## src/hdl/frs_pkg.sv

```systemverilog
package frs_pkg;
  // register offsets (byte wide register port)
  localparam logic [7:0] OFS_SPEED_DIV = 8'h01;
  localparam logic [7:0] OFS_PWM_PERIOD = 8'h11;
  localparam logic [7:0] OFS_VEL_REF = 8'h14;
  localparam logic [7:0] OFS_TORQUE_REF = 8'h15;
  localparam logic [7:0] OFS_DIRECT_REF = 8'h16;
  localparam logic [7:0] OFS_FUNCTION = 8'h17;
  localparam logic [7:0] OFS_STATUS = 8'h18;
  // function_control fields
  localparam int FN_START_BIT = 0;
  localparam int FN_TORQUE_BIT = 2;
  // controller_status fields
  localparam int ST_RUNNING_BIT = 0;
  localparam int ST_TORQUE_BIT = 2;
  localparam int ST_VEL_READY_BIT = 4;
  // reset values
  localparam logic [7:0] RST_SPEED_DIV = 8'h01;
  localparam logic [7:0] RST_PWM_PERIOD = 8'hff;
  localparam logic [7:0] RST_REF = 8'h00;
  localparam logic [7:0] RST_FUNCTION = 8'h00;
  // timing: one pwm period lasts (pwm_period + 1) core clocks
  localparam logic [7:0] PERIOD_ONE = 8'h01;
  // sequencer states
  typedef enum logic [1:0] {ST_IDLE, ST_RUN, ST_PAUSE} frs_state_e;
endpackage

```

## src/hdl/frs_tick_if.sv

```systemverilog
`timescale 1ns/1ps
interface frs_tick_if;
  logic enable;
  logic [7:0] period;
  logic [7:0] divider;
  logic pwm_tick;
  logic speed_tick;
  modport seq (output enable, output period, output divider, input pwm_tick, input speed_tick);
  modport timer (input enable, input period, input divider, output pwm_tick, output speed_tick);
endinterface

```

## src/hdl/frs_sequencer.sv

```systemverilog
`timescale 1ns/1ps
// Notes on behaviour
// - run pin or function write 05h starts torque control
// - run pin or function write 01h starts velocity control
// - torque mode: quadrature target from torque register, direct target zero
// - both current loops update once per pwm period
// - torque register writes take effect while running, no stop
// - pin low or start bit zero pauses; pin high or bit one resumes
// - torque mode pause clears both current-loop integrators
// - velocity mode: speed loop output feeds quadrature current target
// - speed loop runs once every N pwm periods, N from divider register
// - velocity mode: direct target from direct reference register, open loop
// - velocity mode pause clears speed and both current integrators
// - reset holds all control state and configuration at reset values
module frs_sequencer (
  // clock, reset, enable
  input wire logic core_clk_in,
  input wire logic rst_in,
  input wire logic clk_en_in,
  // run pin
  input wire logic run_switch_in,
  // register port from the serial deframer
  input wire logic reg_wr_in,
  input wire logic reg_rd_in,
  input wire logic [7:0] reg_addr_in,
  input wire logic [7:0] reg_wdata_in,
  output logic [7:0] reg_rdata_out,
  // speed loop result
  input wire logic [7:0] speed_loop_iq_in,
  // loop control outputs
  output logic running_out,
  output logic torque_mode_out,
  output logic current_loop_tick_out,
  output logic speed_loop_tick_out,
  output logic [7:0] quadrature_current_target_out,
  output logic [7:0] direct_current_target_out,
  output logic [7:0] velocity_ref_out,
  output logic current_integ_clear_out,
  output logic speed_integ_clear_out
);

  frs_tick_if tick_if ();

  frs_pwm_timer u_timer (
    .core_clk_in(core_clk_in),
    .rst_in(rst_in),
    .clk_en_in(clk_en_in),
    .tick_if(tick_if)
  );

  // write strobe for one offset; used for every writable register
  function automatic logic wr_hit(input logic wr, input logic [7:0] addr, input logic [7:0] ofs);
    wr_hit = wr && (addr == ofs);
  endfunction

  logic [7:0] speed_div_reg;
  logic [7:0] pwm_period_reg;
  logic [7:0] vel_stage_reg;
  logic [7:0] torque_ref_reg;
  logic [7:0] direct_ref_reg;
  logic [7:0] function_reg;
  logic vel_pending_reg;
  logic run_pin_prev_reg;
  logic run_cmd_reg;
  logic run_cmd_next;
  frs_pkg::frs_state_e state_reg;
  frs_pkg::frs_state_e state_next;
  logic mode_torque_next;
  logic [7:0] status_val;
  logic [7:0] rd_mux;
  logic fn_wr;
  logic vel_wr;
  logic pin_changed;
  logic start_evt;
  logic pause_evt;
  logic vel_take;

  ////////////////////////////////////////////////////////////////
  // run command arbitration
  assign fn_wr = wr_hit(reg_wr_in, reg_addr_in, frs_pkg::OFS_FUNCTION);
  assign vel_wr = wr_hit(reg_wr_in, reg_addr_in, frs_pkg::OFS_VEL_REF);
  assign pin_changed = (run_switch_in != run_pin_prev_reg);
  // a function write in the same cycle as a pin edge wins, being the host's newest word
  assign run_cmd_next = fn_wr ? reg_wdata_in[frs_pkg::FN_START_BIT] :
                        (pin_changed ? run_switch_in : run_cmd_reg);

  ////////////////////////////////////////////////////////////////
  // state transitions; the start bit and pin are expected low during setup
  assign start_evt = run_cmd_next && (state_reg != frs_pkg::ST_RUN);
  assign pause_evt = !run_cmd_next && (state_reg == frs_pkg::ST_RUN);
  assign mode_torque_next = fn_wr ? reg_wdata_in[frs_pkg::FN_TORQUE_BIT] :
                            function_reg[frs_pkg::FN_TORQUE_BIT];

  always_comb
  begin
    state_next = state_reg;
    case (state_reg)
      frs_pkg::ST_IDLE:
        if (start_evt)
          state_next = frs_pkg::ST_RUN;
      frs_pkg::ST_RUN:
        if (pause_evt)
          state_next = frs_pkg::ST_PAUSE;
      frs_pkg::ST_PAUSE:
        if (start_evt)
          state_next = frs_pkg::ST_RUN;
      default:
        state_next = frs_pkg::ST_IDLE;
    endcase
  end

  ////////////////////////////////////////////////////////////////
  // timer control
  assign tick_if.enable = (state_reg == frs_pkg::ST_RUN);
  assign tick_if.period = pwm_period_reg;
  assign tick_if.divider = speed_div_reg;

  // staged velocity reference moves in at a speed step, or at once when not running
  assign vel_take = vel_pending_reg && (tick_if.speed_tick || (state_reg != frs_pkg::ST_RUN));

  ////////////////////////////////////////////////////////////////
  // status and read mux
  assign status_val = {3'h0, !vel_pending_reg, 1'b0, torque_mode_out, 1'b0, running_out};
  assign rd_mux = (reg_addr_in == frs_pkg::OFS_SPEED_DIV) ? speed_div_reg :
                  (reg_addr_in == frs_pkg::OFS_PWM_PERIOD) ? pwm_period_reg :
                  (reg_addr_in == frs_pkg::OFS_VEL_REF) ? velocity_ref_out :
                  (reg_addr_in == frs_pkg::OFS_TORQUE_REF) ? torque_ref_reg :
                  (reg_addr_in == frs_pkg::OFS_DIRECT_REF) ? direct_ref_reg :
                  (reg_addr_in == frs_pkg::OFS_FUNCTION) ? function_reg :
                  (reg_addr_in == frs_pkg::OFS_STATUS) ? status_val : 8'h00;

  assign current_loop_tick_out = tick_if.pwm_tick;

  ////////////////////////////////////////////////////////////////
  // configuration registers; reset clears the references and function, sets divider to 01h and period to ffh
  always_ff @(posedge core_clk_in or posedge rst_in)
  begin
    if (rst_in)
    begin
      speed_div_reg <= frs_pkg::RST_SPEED_DIV;
      pwm_period_reg <= frs_pkg::RST_PWM_PERIOD;
      vel_stage_reg <= frs_pkg::RST_REF;
      torque_ref_reg <= frs_pkg::RST_REF;
      direct_ref_reg <= frs_pkg::RST_REF;
      function_reg <= frs_pkg::RST_FUNCTION;
    end
    else if (clk_en_in)
    begin
      if (wr_hit(reg_wr_in, reg_addr_in, frs_pkg::OFS_SPEED_DIV))
        speed_div_reg <= reg_wdata_in;
      if (wr_hit(reg_wr_in, reg_addr_in, frs_pkg::OFS_PWM_PERIOD))
        pwm_period_reg <= reg_wdata_in;
      if (vel_wr)
        vel_stage_reg <= reg_wdata_in;
      if (wr_hit(reg_wr_in, reg_addr_in, frs_pkg::OFS_TORQUE_REF))
        torque_ref_reg <= reg_wdata_in;
      if (wr_hit(reg_wr_in, reg_addr_in, frs_pkg::OFS_DIRECT_REF))
        direct_ref_reg <= reg_wdata_in;
      if (fn_wr)
        function_reg <= reg_wdata_in;
    end
  end

  ////////////////////////////////////////////////////////////////
  // sequencer state and run command
  always_ff @(posedge core_clk_in or posedge rst_in)
  begin
    if (rst_in)
    begin
      state_reg <= frs_pkg::ST_IDLE;
      run_cmd_reg <= 1'b0;
      run_pin_prev_reg <= 1'b0;
      running_out <= 1'b0;
      torque_mode_out <= 1'b0;
    end
    else if (clk_en_in)
    begin
      state_reg <= state_next;
      run_cmd_reg <= run_cmd_next;
      run_pin_prev_reg <= run_switch_in;
      running_out <= (state_next == frs_pkg::ST_RUN);
      if (start_evt)
        torque_mode_out <= mode_torque_next;
    end
  end

  ////////////////////////////////////////////////////////////////
  // velocity reference hand-off; a new write re-arms pending over a take
  always_ff @(posedge core_clk_in or posedge rst_in)
  begin
    if (rst_in)
    begin
      vel_pending_reg <= 1'b0;
      velocity_ref_out <= frs_pkg::RST_REF;
    end
    else if (clk_en_in)
    begin
      vel_pending_reg <= vel_wr || (vel_pending_reg && !vel_take);
      if (vel_take)
        velocity_ref_out <= vel_stage_reg;
    end
  end

  ////////////////////////////////////////////////////////////////
  // loop references and integrator clears
  always_ff @(posedge core_clk_in or posedge rst_in)
  begin
    if (rst_in)
    begin
      quadrature_current_target_out <= frs_pkg::RST_REF;
      direct_current_target_out <= frs_pkg::RST_REF;
      current_integ_clear_out <= 1'b0;
      speed_integ_clear_out <= 1'b0;
      speed_loop_tick_out <= 1'b0;
      reg_rdata_out <= 8'h00;
    end
    else if (clk_en_in)
    begin
      // torque mode forces direct target to zero for maximum torque per amp
      quadrature_current_target_out <= torque_mode_out ? torque_ref_reg : speed_loop_iq_in;
      direct_current_target_out <= torque_mode_out ? 8'h00 : direct_ref_reg;
      current_integ_clear_out <= pause_evt;
      speed_integ_clear_out <= pause_evt && !torque_mode_out;
      // a start in this cycle may flip the mode, so a stale tick is dropped
      speed_loop_tick_out <= tick_if.speed_tick && !torque_mode_out && !start_evt;
      if (reg_rd_in)
        reg_rdata_out <= rd_mux;
    end
  end

endmodule

```

## src/hdl/frs_pwm_timer.sv

```systemverilog
`timescale 1ns/1ps
module frs_pwm_timer (
  // clock and reset
  input wire logic core_clk_in,
  input wire logic rst_in,
  input wire logic clk_en_in,
  // ticks toward the sequencer
  frs_tick_if.timer tick_if
);

  logic [7:0] cyc_reg;
  logic [7:0] cyc_next;
  logic [7:0] per_reg;
  logic [7:0] per_next;
  logic period_end;
  logic speed_end;

  ////////////////////////////////////////////////////////////////
  // period and speed-step decode; a divider of zero acts as one
  assign period_end = (cyc_reg == tick_if.period);
  assign speed_end = period_end && ((per_reg + frs_pkg::PERIOD_ONE) >= tick_if.divider);
  assign cyc_next = !tick_if.enable ? 8'h00 : (period_end ? 8'h00 : cyc_reg + frs_pkg::PERIOD_ONE);
  assign per_next = (!tick_if.enable || speed_end) ? 8'h00 : (period_end ? per_reg + frs_pkg::PERIOD_ONE : per_reg);

  ////////////////////////////////////////////////////////////////
  // counters restart while stopped so each run starts on a full period
  always_ff @(posedge core_clk_in or posedge rst_in)
  begin
    if (rst_in)
    begin
      cyc_reg <= 8'h00;
      per_reg <= 8'h00;
      tick_if.pwm_tick <= 1'b0;
      tick_if.speed_tick <= 1'b0;
    end
    else if (clk_en_in)
    begin
      cyc_reg <= cyc_next;
      per_reg <= per_next;
      tick_if.pwm_tick <= tick_if.enable && period_end;
      tick_if.speed_tick <= tick_if.enable && speed_end;
    end
  end

endmodule

```

## config.mk

```make
export PLATFORM = sky130hd
export DESIGN_NAME = frs_sequencer
export DESIGN_NICKNAME = d
export VERILOG_FILES = /design/src/hdl/frs_pkg.sv /design/src/hdl/frs_tick_if.sv /design/src/hdl/frs_sequencer.sv /design/src/hdl/frs_pwm_timer.sv
export SDC_FILE = /design/constraint.sdc
export NUM_CORES = 1
export LEC_CHECK = 0
export BUFFER_PORTS_ARGS = -buffer_cell sky130_fd_sc_hd__buf_2
export CORE_UTILIZATION = 40
export DETAILED_ROUTE_END_ITERATION = 8
export GPL_TIMING_DRIVEN = 0
export PLACE_DENSITY = 0.67
export SYNTH_ARGS = -nofsm -noshare
export SYNTH_HDL_FRONTEND = slang
export SYNTH_SLANG_ARGS = --single-unit
```

## constraint.sdc

```tcl
create_clock -name core_clk_in -period 3.59 [get_ports core_clk_in]
set_clock_uncertainty 0.05 [all_clocks]
set_input_delay 0.718 -clock core_clk_in [delete_from_list [all_inputs] [get_ports core_clk_in]]
set_output_delay 0.718 -clock core_clk_in [all_outputs]
set_load 0.05 [all_outputs]
```

# Word-level counts from Yosys, hierarchy flattened
# Index checks and enable logic that the tools add are counted.
# classes
n_addsub,2
n_lt_le_gt_ge,1
eq_ne,13
mux,19
n_reduce_logical,38
# ops
op,n
two-way mux 8 bit,12
== test 8 x 5 -> 1 bit (second input constant),6
AND reduction 2 bit,10
adder 8 x 1 -> 8 bit (second input constant),2
logical AND 1 bit,16
== test 8 x 1 -> 1 bit (second input constant),1
== test 8 bit,1
>= comparator 8 bit,1
logical NOT 1 bit,6
two-way mux 5 bit,1
== test 2 x 1 -> 1 bit (second input constant),2
two-way mux 2 bit,2
one-hot mux 2 bit (2 select lines),1
logical OR 1 bit,3
two-way mux 1 bit,3
== test 2 bit (second input constant),1
logical NOT 2 bit,1
!= test 2 x 1 -> 1 bit (second input constant),1
nonzero test 2 bit,1
OR reduction 2 bit,1
!= test 1 bit,1
# totals
ff_bits,108
input_bits,30
output_inout_bits,38
word_cells,96

# Logic depth before layout (Yosys ltp)
# Gate-level depths: netlist (run 1).
# logic_depth
depth_word,8
depth_mapped,9
ltp_nobuf,9

# Cells and area by module
# A second synthesis (run 1) with hierarchy kept.
# hier_totals
cells_unflattened,482
area_unflattened_um2,5355.1
# modules_own_cells
module,n_inst,cells_per_inst,area_each_um2,seq_area_each_um2
frs_sequencer,1,350,4136.5,2263.4
frs_pwm_timer,1,132,1218.7,450.4

# Worst setup path after synthesis (run 1)
# OpenSTA, ideal clock, no wires.
# synth_path
path_type,register to register
start,register u_timer.per_reg[0]
end,register u_timer.per_reg[0]
setup_ns,0.125
arrival_time_ns,2.338
t_required_ns,3.415
setup_slack_ns,1.077
path_stages_with_launch,10
n_path_buf,0
synth_period_minus_slack_ns,2.513
path_cell_list,dfrtp_1 -> and3_1 -> nand3_1 -> nor2_1 -> xor2_1 -> ha_1 -> nand4_1 -> o311ai_0 -> nor3_2 -> mux2_2
# synth_between
elab_chain_cells,6
word_cells_on_any_way,8
classes_between,add/sub: 1; order compare: 1; mux: 2; reduce/logical: 4
# synth_lines
element,line_no,rtl
"start, declared",frs_pwm_timer.sv:13,logic [7:0] per_reg;
"start signal, assigned",frs_pwm_timer.sv:39,per_reg <= per_next;
adder 8 x 1 -> 8 bit (*),"frs_pwm_timer.sv:21, frs_pwm_timer.sv:23",
>= comparator 8 bit,frs_pwm_timer.sv:21,assign speed_end = period_end && ((per_reg + frs_pkg::PERIOD_ONE) >= tick_if.divider);
logical AND 1 bit,frs_pwm_timer.sv:21,
logical OR 1 bit,frs_pwm_timer.sv:23,assign per_next = (!tick_if.enable || speed_end) ? 8'h00 : (period_end ? per_reg + frs_pkg::PERIOD_ONE : per_r ...
nonzero test 2 bit (no line),-,
AND reduction 2 bit (no line),-,
# Mark *: on every way between the ends. The rest lies on a longest branch, timed or not. The select of a mux whose other input is x is not followed.
# A chain may end at the register's enable or synchronous reset.

# Final worst setup path (run 1)
# Same ends and word-level chain as after synthesis.

==> impl_metrics.csv, run 1 <==
group,metric,value,unit
placement,preCtsSetupSlack,0.305,ns
setup_path,reg2reg_from,"u_timer.per_reg[0]",
sta,hold_viol,0,
die,die_w,118,µm
setup_path,worst-r2r-cell-count,9,
route,via_per_inst,5.44,
finish,n_fill_cell,1178,
sta,rsz0062_at_grt,"false",
synth,ys_async_sr_fraction,100,%
sta,worstMarginPinSlew,1.24,ns
synth,synth_edf_count,0,
setup_path,cp_cell_sequence,"and3_1, nand3_1, nor2_1, xor2_1, ha_1, nand4_1, o311ai_0, nor3_2, mux2_2",
route,drt_wl_total,13.6,mm
sta,setup_slack,0.324,ns
clock_network,h-tree-depth,3,
sta,period_needed,3.27,ns
clock_network,clk_latency,0.35,ns
placement,place_hpwl,10.1,mm
setup_path,cpPeakStageDelay,1.05,ns
setup_path,cp-end-kind,"flip-flop",
setup_path,startpoint_type,"flip-flop",
clock_network,clk_path_buf_depth,2,
die,initial_core_util,41.6,%
job,max-cap-violations,0,
sta,drv_slew,0,
finish,drive_gt1_share,32.9,%
synth,ys_seq_area_share,50.8,%
clock_network,hold_buffers,0,
power_and_ir_drop,power.density,477,mW/mm²
sta,max-slew-margin-rel,16.3,%
power_and_ir_drop,p_leak,0.00308,µW
status,status,"finished clean",
route,antenna_left,0,
synth,syn_nets,496,
sta,tns,0,ns
synth,synth.distinct_cells,55,
setup_path,reg2reg_to,"u_timer.per_reg[0]",
setup_path,crit_fanout,6,
power_and_ir_drop,peakVddDrop,0.312,mV
route,detail_route.wl_per_cell,19.1,µm
global_routing,grt_max_degree,45,
min_path,hp-class,"in -> async",
global_routing,overflow,0,
global_routing,grtUsageTotal,20.2,%
finish,antennaDiodeCount,0,
sta,fin_crit_sh,91.0,%
synth,syn_inst,456,
route,drt-initial-drc-count,191,
clock_network,postCtsSetupBuffers,0,
clock_network,cts_made_buffers,9,
synth,syn_avg_cell_area,11.7,µm²
placement,place_congestion,0.866,
global_routing,grt_pass1_vias,4016,
sta,setup_viol,0,
die,core_area,0.0128,mm²
global_routing,grt_pass1_wl,21.7,mm
route,drc_errors,0,
clock_network,clkTransAtPathRegs,0.08,ns
route,vias,3861,
finish,nets,573,
setup_path,reg2reg_slack,0.32,ns
setup_path,cp.arrival,3.44,ns
global_routing,antenna_found_initial,0,
setup_path,slowest_stage,"o311ai_0",
synth,synthFlopType,"dfrtp_1",
sta,fmax,306,MHz
clock_network,cts_sinks,108,
synth,ys_seq_elements,108,
synth,yosys_warnings,0,
die,rows,41,
synth,synth_area,0.00534,mm²
route,dr.pass1.iters,5,
die,pin_count,68,
die,die-area,0.0138,mm²
setup_path,setup.worst_path.start,"u_timer.per_reg[0]",
setup_path,required,3.77,ns
die,die_y,118,µm
clock_network,cts-root-buf,"clkbuf_16",
placement,io_buffers,64,
clock_network,cts_resized,0,
finish,syn_to_final_growth,16.9,%
setup_path,critPathKind,"reg -> reg",
setup_path,setup.worst_path.end,"u_timer.per_reg[0]",
clock_network,cts_tree,"done",
-- cell usage in the layout (no fill, tap or decap), drive strengths merged, types with 2 or more instances in the layout --
| master | Yosys | routed |
|---|---|---|
| ha | 10 | 10 |
| a2111oi | 2 | 2 |
| or3 | 3 | 3 |
| xor2 | 12 | 12 |
| clkbuf | 9 | 18 |
| a22o | 6 | 6 |
| nand3 | 10 | 10 |
| mux2 | 56 | 56 |
| mux2i | 15 | 15 |
| nor3 | 9 | 9 |
| dfrtp | 99 | 99 |
| a211oi | 3 | 3 |
| clkinvlp | 0 | 2 |
| inv | 14 | 15 |
| o2bb2ai | 8 | 8 |
| dfstp | 9 | 9 |
| nand4 | 4 | 4 |
| nand2b | 6 | 6 |
| a21o | 9 | 9 |
| nand2 | 48 | 48 |
| a21oi | 25 | 25 |
| a22oi | 3 | 3 |
| bufinv | 0 | 2 |
| xnor2 | 5 | 5 |
| or4 | 2 | 2 |
| nor2 | 24 | 24 |
| o21ai | 24 | 24 |
| buf | 11 | 77 |
| o22ai | 5 | 5 |
| mux4 | 5 | 5 |
| nor2b | 2 | 2 |
| clkinv | 0 | 2 |
| nor4 | 5 | 5 |
-- worst min path at each step --
stage	start	endpoint	cells after the start
after floorplan	vel_pending_reg	vel_pending_reg	2
after global placement	vel_pending_reg	vel_pending_reg	2
after detailed placement	current_integ_clear_out	current_integ_clear_out	1
after CTS	rst_in	direct_current_target_out[2]	2
after global routing	rst_in	direct_current_target_out[2]	2
final	rst_in	quadrature_current_target_out[2]	2
-- report_power, final --
part / internal (µW) / switching (µW) / leakage (µW)
Sequential: 1290 / 55.3 / 0.00140
Combinational: 166 / 385 / 0.00152
Clock: 617 / 461 / 0.000158
Total: 2070 / 902 / 0.00308
-- per-layer routing --
metal / vias up / part of all wire, % / GRT usage, %
met5: - / 0 / 0
met3: 22 / 3.6 / 3.83
li1: 1787 / - / -
met2: 99 / 49 / 33.6
met4: 0 / 2.3 / 6.57
met1: 1953 / 45 / 26.7
-- area by class of cell --
type	count	area [µm²]	area share (%)
Sequential cell	108	2710	43.5
Buffer	20	98.8	1.58
Inverter	14	56.3	0.902
Timing Repair Buffer	66	360	5.77
Clock inverter	7	97.6	1.56
Tap cell	172	215	3.45
Clock buffer	9	225	3.61
Multi-Input combinational cell	314	2470	39.6
-- kinds of logic after synthesis --
group	share of synthesized area, %
AOI/OAI and AO/OA	11.1
xor gates and xnor gates	2.79
adders and majority gates	2.34
buffers and inverters	2.84
DFF	50.8
muxes	17.9
and+or+nand+nor	12.2
-- stage by stage --
stage	power [µW]	instances	utilization [%]	instance area (µm²)	hold WS, ns
global route	3090	710	48.7	6240	0.422
global placement	1900	692	45.8	5880	0.414
finish	2970	710	48.7	6240	0.384
detailed placement	1920	694	46.1	5920	0.422
CTS	2990	710	48.7	6240	0.390
floorplan	1750	456	-	5340	0.396
-- worst max-delay path, delay by kind of cell (launching register included) --
family	cells	cell delay, ns
compound gates	1	1.05
xor+xnor	1	0.11
flops	1	0.43
mux	1	0.33
simple gates	5	0.86
fa+ha+maj	1	0.32
-- cell usage after synthesis (3+ instances only) --
library cell | number | area [µm²]
dfrtp_1 | 99 | 2480
nand2_1 | 47 | 176
mux2_2 | 39 | 439
a21oi_1 | 25 | 125
nor2_1 | 24 | 90.1
o21ai_0 | 23 | 115
mux2_4 | 17 | 255
mux2i_1 | 15 | 150
inv_1 | 14 | 52.6
xor2_1 | 12 | 105
ha_1 | 10 | 125
a21o_1 | 9 | 67.6
clkbuf_1 | 9 | 33.8
dfstp_2 | 9 | 236
nand3_1 | 9 | 45.0
o2bb2ai_1 | 8 | 70.1
a22o_1 | 6 | 52.6
nand2b_1 | 6 | 37.5
nor3_2 | 6 | 60.1
mux4_2 | 5 | 113
o22ai_1 | 5 | 31.3
xnor2_1 | 5 | 43.8
buf_1 | 4 | 15.0
buf_2 | 4 | 20.0
nand4_1 | 4 | 25.0
a22oi_1 | 3 | 22.5
nor3_1 | 3 | 15.0
nor4_1 | 3 | 18.8
No activity file was read; power rests on OpenSTA's default activity.
==> inputs of run 2 (changes only) <==
--- a/config.mk
+++ b/config.mk
@@ -5,11 +5,11 @@
 export SDC_FILE = /design/constraint.sdc
 export NUM_CORES = 1
 export LEC_CHECK = 0
-export BUFFER_PORTS_ARGS = -buffer_cell sky130_fd_sc_hd__buf_2
 export CORE_UTILIZATION = 40
 export DETAILED_ROUTE_END_ITERATION = 8
+export DONT_BUFFER_PORTS = 1
 export GPL_TIMING_DRIVEN = 0
-export PLACE_DENSITY = 0.67
+export PLACE_DENSITY = 0.6
 export SYNTH_ARGS = -nofsm -noshare
 export SYNTH_HDL_FRONTEND = slang
 export SYNTH_SLANG_ARGS = --single-unit
==> constraint.sdc (replaced) <==
create_clock -name core_clk_in -period 3.2 [get_ports core_clk_in]
set_clock_uncertainty 0.05 [all_clocks]
set_input_delay 0.64 -clock core_clk_in [delete_from_list [all_inputs] [get_ports core_clk_in]]
set_output_delay 0.64 -clock core_clk_in [all_outputs]
set_load 0.05 [all_outputs]
==> impl_metrics.csv, run 2 (same netlist as run 1, synthesis figures left out) <==
group,metric,value,unit
status,status,"finished clean",
placement,placed_cells,630,
setup_path,startpoint_type,"flip-flop",
clock_network,hold_buffers,0,
clock_network,cts-root-buf,"clkbuf_16",
placement,io_buffers,0,
power_and_ir_drop,comb_power_share,12.1,%
sta,rsz0062_at_grt,"false",
sta,tns,0,ns
finish,antennaDiodeCount,0,
setup_path,cp_cell_sequence,"and3_1, nand3_1, nor2_1, xor2_1, ha_1, nand4_1, o311ai_1, nor3_2, mux2_2",
sta,hold_viol,0,
min_path,hp-class,"in -> async",
finish,layout_common_cells,"99 x dfrtp_1, 47 x nand2_1, 39 x mux2_2, 25 x a21oi_1, 24 x nor2_1",
die,die_y,118,µm
finish,final_common_cell,"dfrtp_1",
clock_network,clk_path_buf_depth,2,
placement,placed_cell_area,0.00560,mm²
clock_network,clkTransAtPathRegs,0.07,ns
clock_network,clk_latency,0.36,ns
die,rows,41,
route,antenna_left,0,
sta,period_needed,2.80,ns
setup_path,critPathKind,"reg -> reg",
setup_path,cpPeakStageDelay,0.68,ns
setup_path,cp.arrival,2.99,ns
route,vias,3568,
global_routing,antenna_found_initial,0,
finish,nets,509,
setup_path,crit_fanout,6,
clock_network,cts_tree,"done",
setup_path,cp-end-kind,"flip-flop",
finish,drive_gt1_share,23.5,%
placement,place_congestion,0.813,
route,dr.pass1.iters,4,
sta,worstMarginPinSlew,0.808,ns
die,initial_core_util,41.6,%
clock_network,h-tree-depth,3,
clock_network,cts_sinks,108,
placement,place_hpwl,9.77,mm
finish,finalInstanceArea,0.00587,mm²
job,max-cap-violations,0,
power_and_ir_drop,swShare,31.6,%
global_routing,grt_pass1_wl,21.1,mm
die,die_w,118,µm
global_routing,grtUsageTotal,20.2,%
global_routing,overflow,0,
route,drt-initial-drc-count,183,
power_and_ir_drop,intPower,2130,µW
power_and_ir_drop,p_seq_share,53.8,%
die,core_area,0.0128,mm²
setup_path,slowest_stage,"o311ai_1",
clock_network,cts_made_buffers,9,
sta,fin_crit_sh,87.4,%
sta,max-slew-margin-rel,45.9,%
power_and_ir_drop,power.density,530,mW/mm²
finish,syn_to_final_growth,9.98,%
power_and_ir_drop,switchingPower,985,µW
power_and_ir_drop,total_power,3110,µW
sta,fmax,358,MHz
die,pin_count,68,
sta,drv_slew,0,
power_and_ir_drop,peakVddDrop,0.321,mV
route,drt_wl_total,13.1,mm
finish,finalNonFillerCells,645,
route,detail_route.wl_per_cell,20.4,µm
die,die-area,0.0138,mm²
route,via_per_inst,5.53,
global_routing,grt_max_degree,43,
global_routing,grt_pass1_vias,3668,
sta,setup_viol,0,
setup_path,required,3.39,ns
power_and_ir_drop,clkPwrFrac,34.1,%
clock_network,postCtsSetupBuffers,0,
route,drc_errors,0,
power_and_ir_drop,p_leak,0.00276,µW
-- run 2: per-layer routing --
layer  vias up  wire [µm]  global-route usage, %  part of all wire, %
li1       1674          -                      -                    -
met1      1791       5560                   24.2                   42
met2        88       6480                   34.1                   49
met3        15        865                   7.12                  6.6
met4         0        230                   6.09                  1.8
met5         -          0                      0                    0
-- run 2: cell type report --
type	count	area (µm²)
well taps	172	215
multi-input cells	314	2470
plain buffers	20	98.8
inverters	14	56.3
fillers	1230	6950
clock buffers	10	229
flip-flops and latches	108	2710
clock inverters	5	45.0
repair buffers	2	40.0
-- run 2: power by group through the flow --
stage,logic [µW],clock network [µW],registers (µW)
after global placement,362,0,1700
after floorplan,287,0,1680
final,376,1060,1670
after global routing,419,1130,1690
after detailed placement,377,0,1700
after CTS,379,1080,1680
-- run 2: worst max-delay path, delay by kind of cell (launching register included) --
kind,cells,cell delay (ns)
AND/OR/NAND/NOR,5,0.81
AO/OA/AOI/OAI,1,0.68
flip-flops,1,0.42
adder cells (fa/ha/maj),1,0.32
multiplexers,1,0.31
XOR/XNOR,1,0.10
-- run 2: final timing paths --
check | cells after the start | slack (ns) | end | from
worst max-delay path | 9 | 0.40 | u_timer.per_reg[0] | u_timer.per_reg[0]
worst min-delay path | 1 | 0.20 | quadrature_current_target_out[3] | rst_in
worst max register to register | 9 | 0.40 | u_timer.per_reg[0] | u_timer.per_reg[0]
worst min register to register | 2 | 0.44 | vel_pending_reg | vel_pending_reg
max in group asynchronous | 3 | 1.95 | pwm_period_reg[4] | rst_in
min in group core_clk_in | 2 | 0.35 | speed_div_reg[3] | reg_wdata_in[3]
-- run 2: timing repair --
item,CTS,global route
gates resized for setup,0,1
endpoints found under the hold margin,0,0
endpoints found under the setup margin,0,6
-- run 2: through the flow --
step | util (%) | hold WS [ns] | setup slack, ns
floorplan | - | 0.396 | 0.687
CTS | 45.8 | 0.207 | 0.0381
global route | 45.8 | 0.244 | 0.181
global placement | 43.3 | 0.412 | 0.0847
finish | 45.8 | 0.198 | 0.404
detailed placement | 43.6 | 0.421 | 0.0597
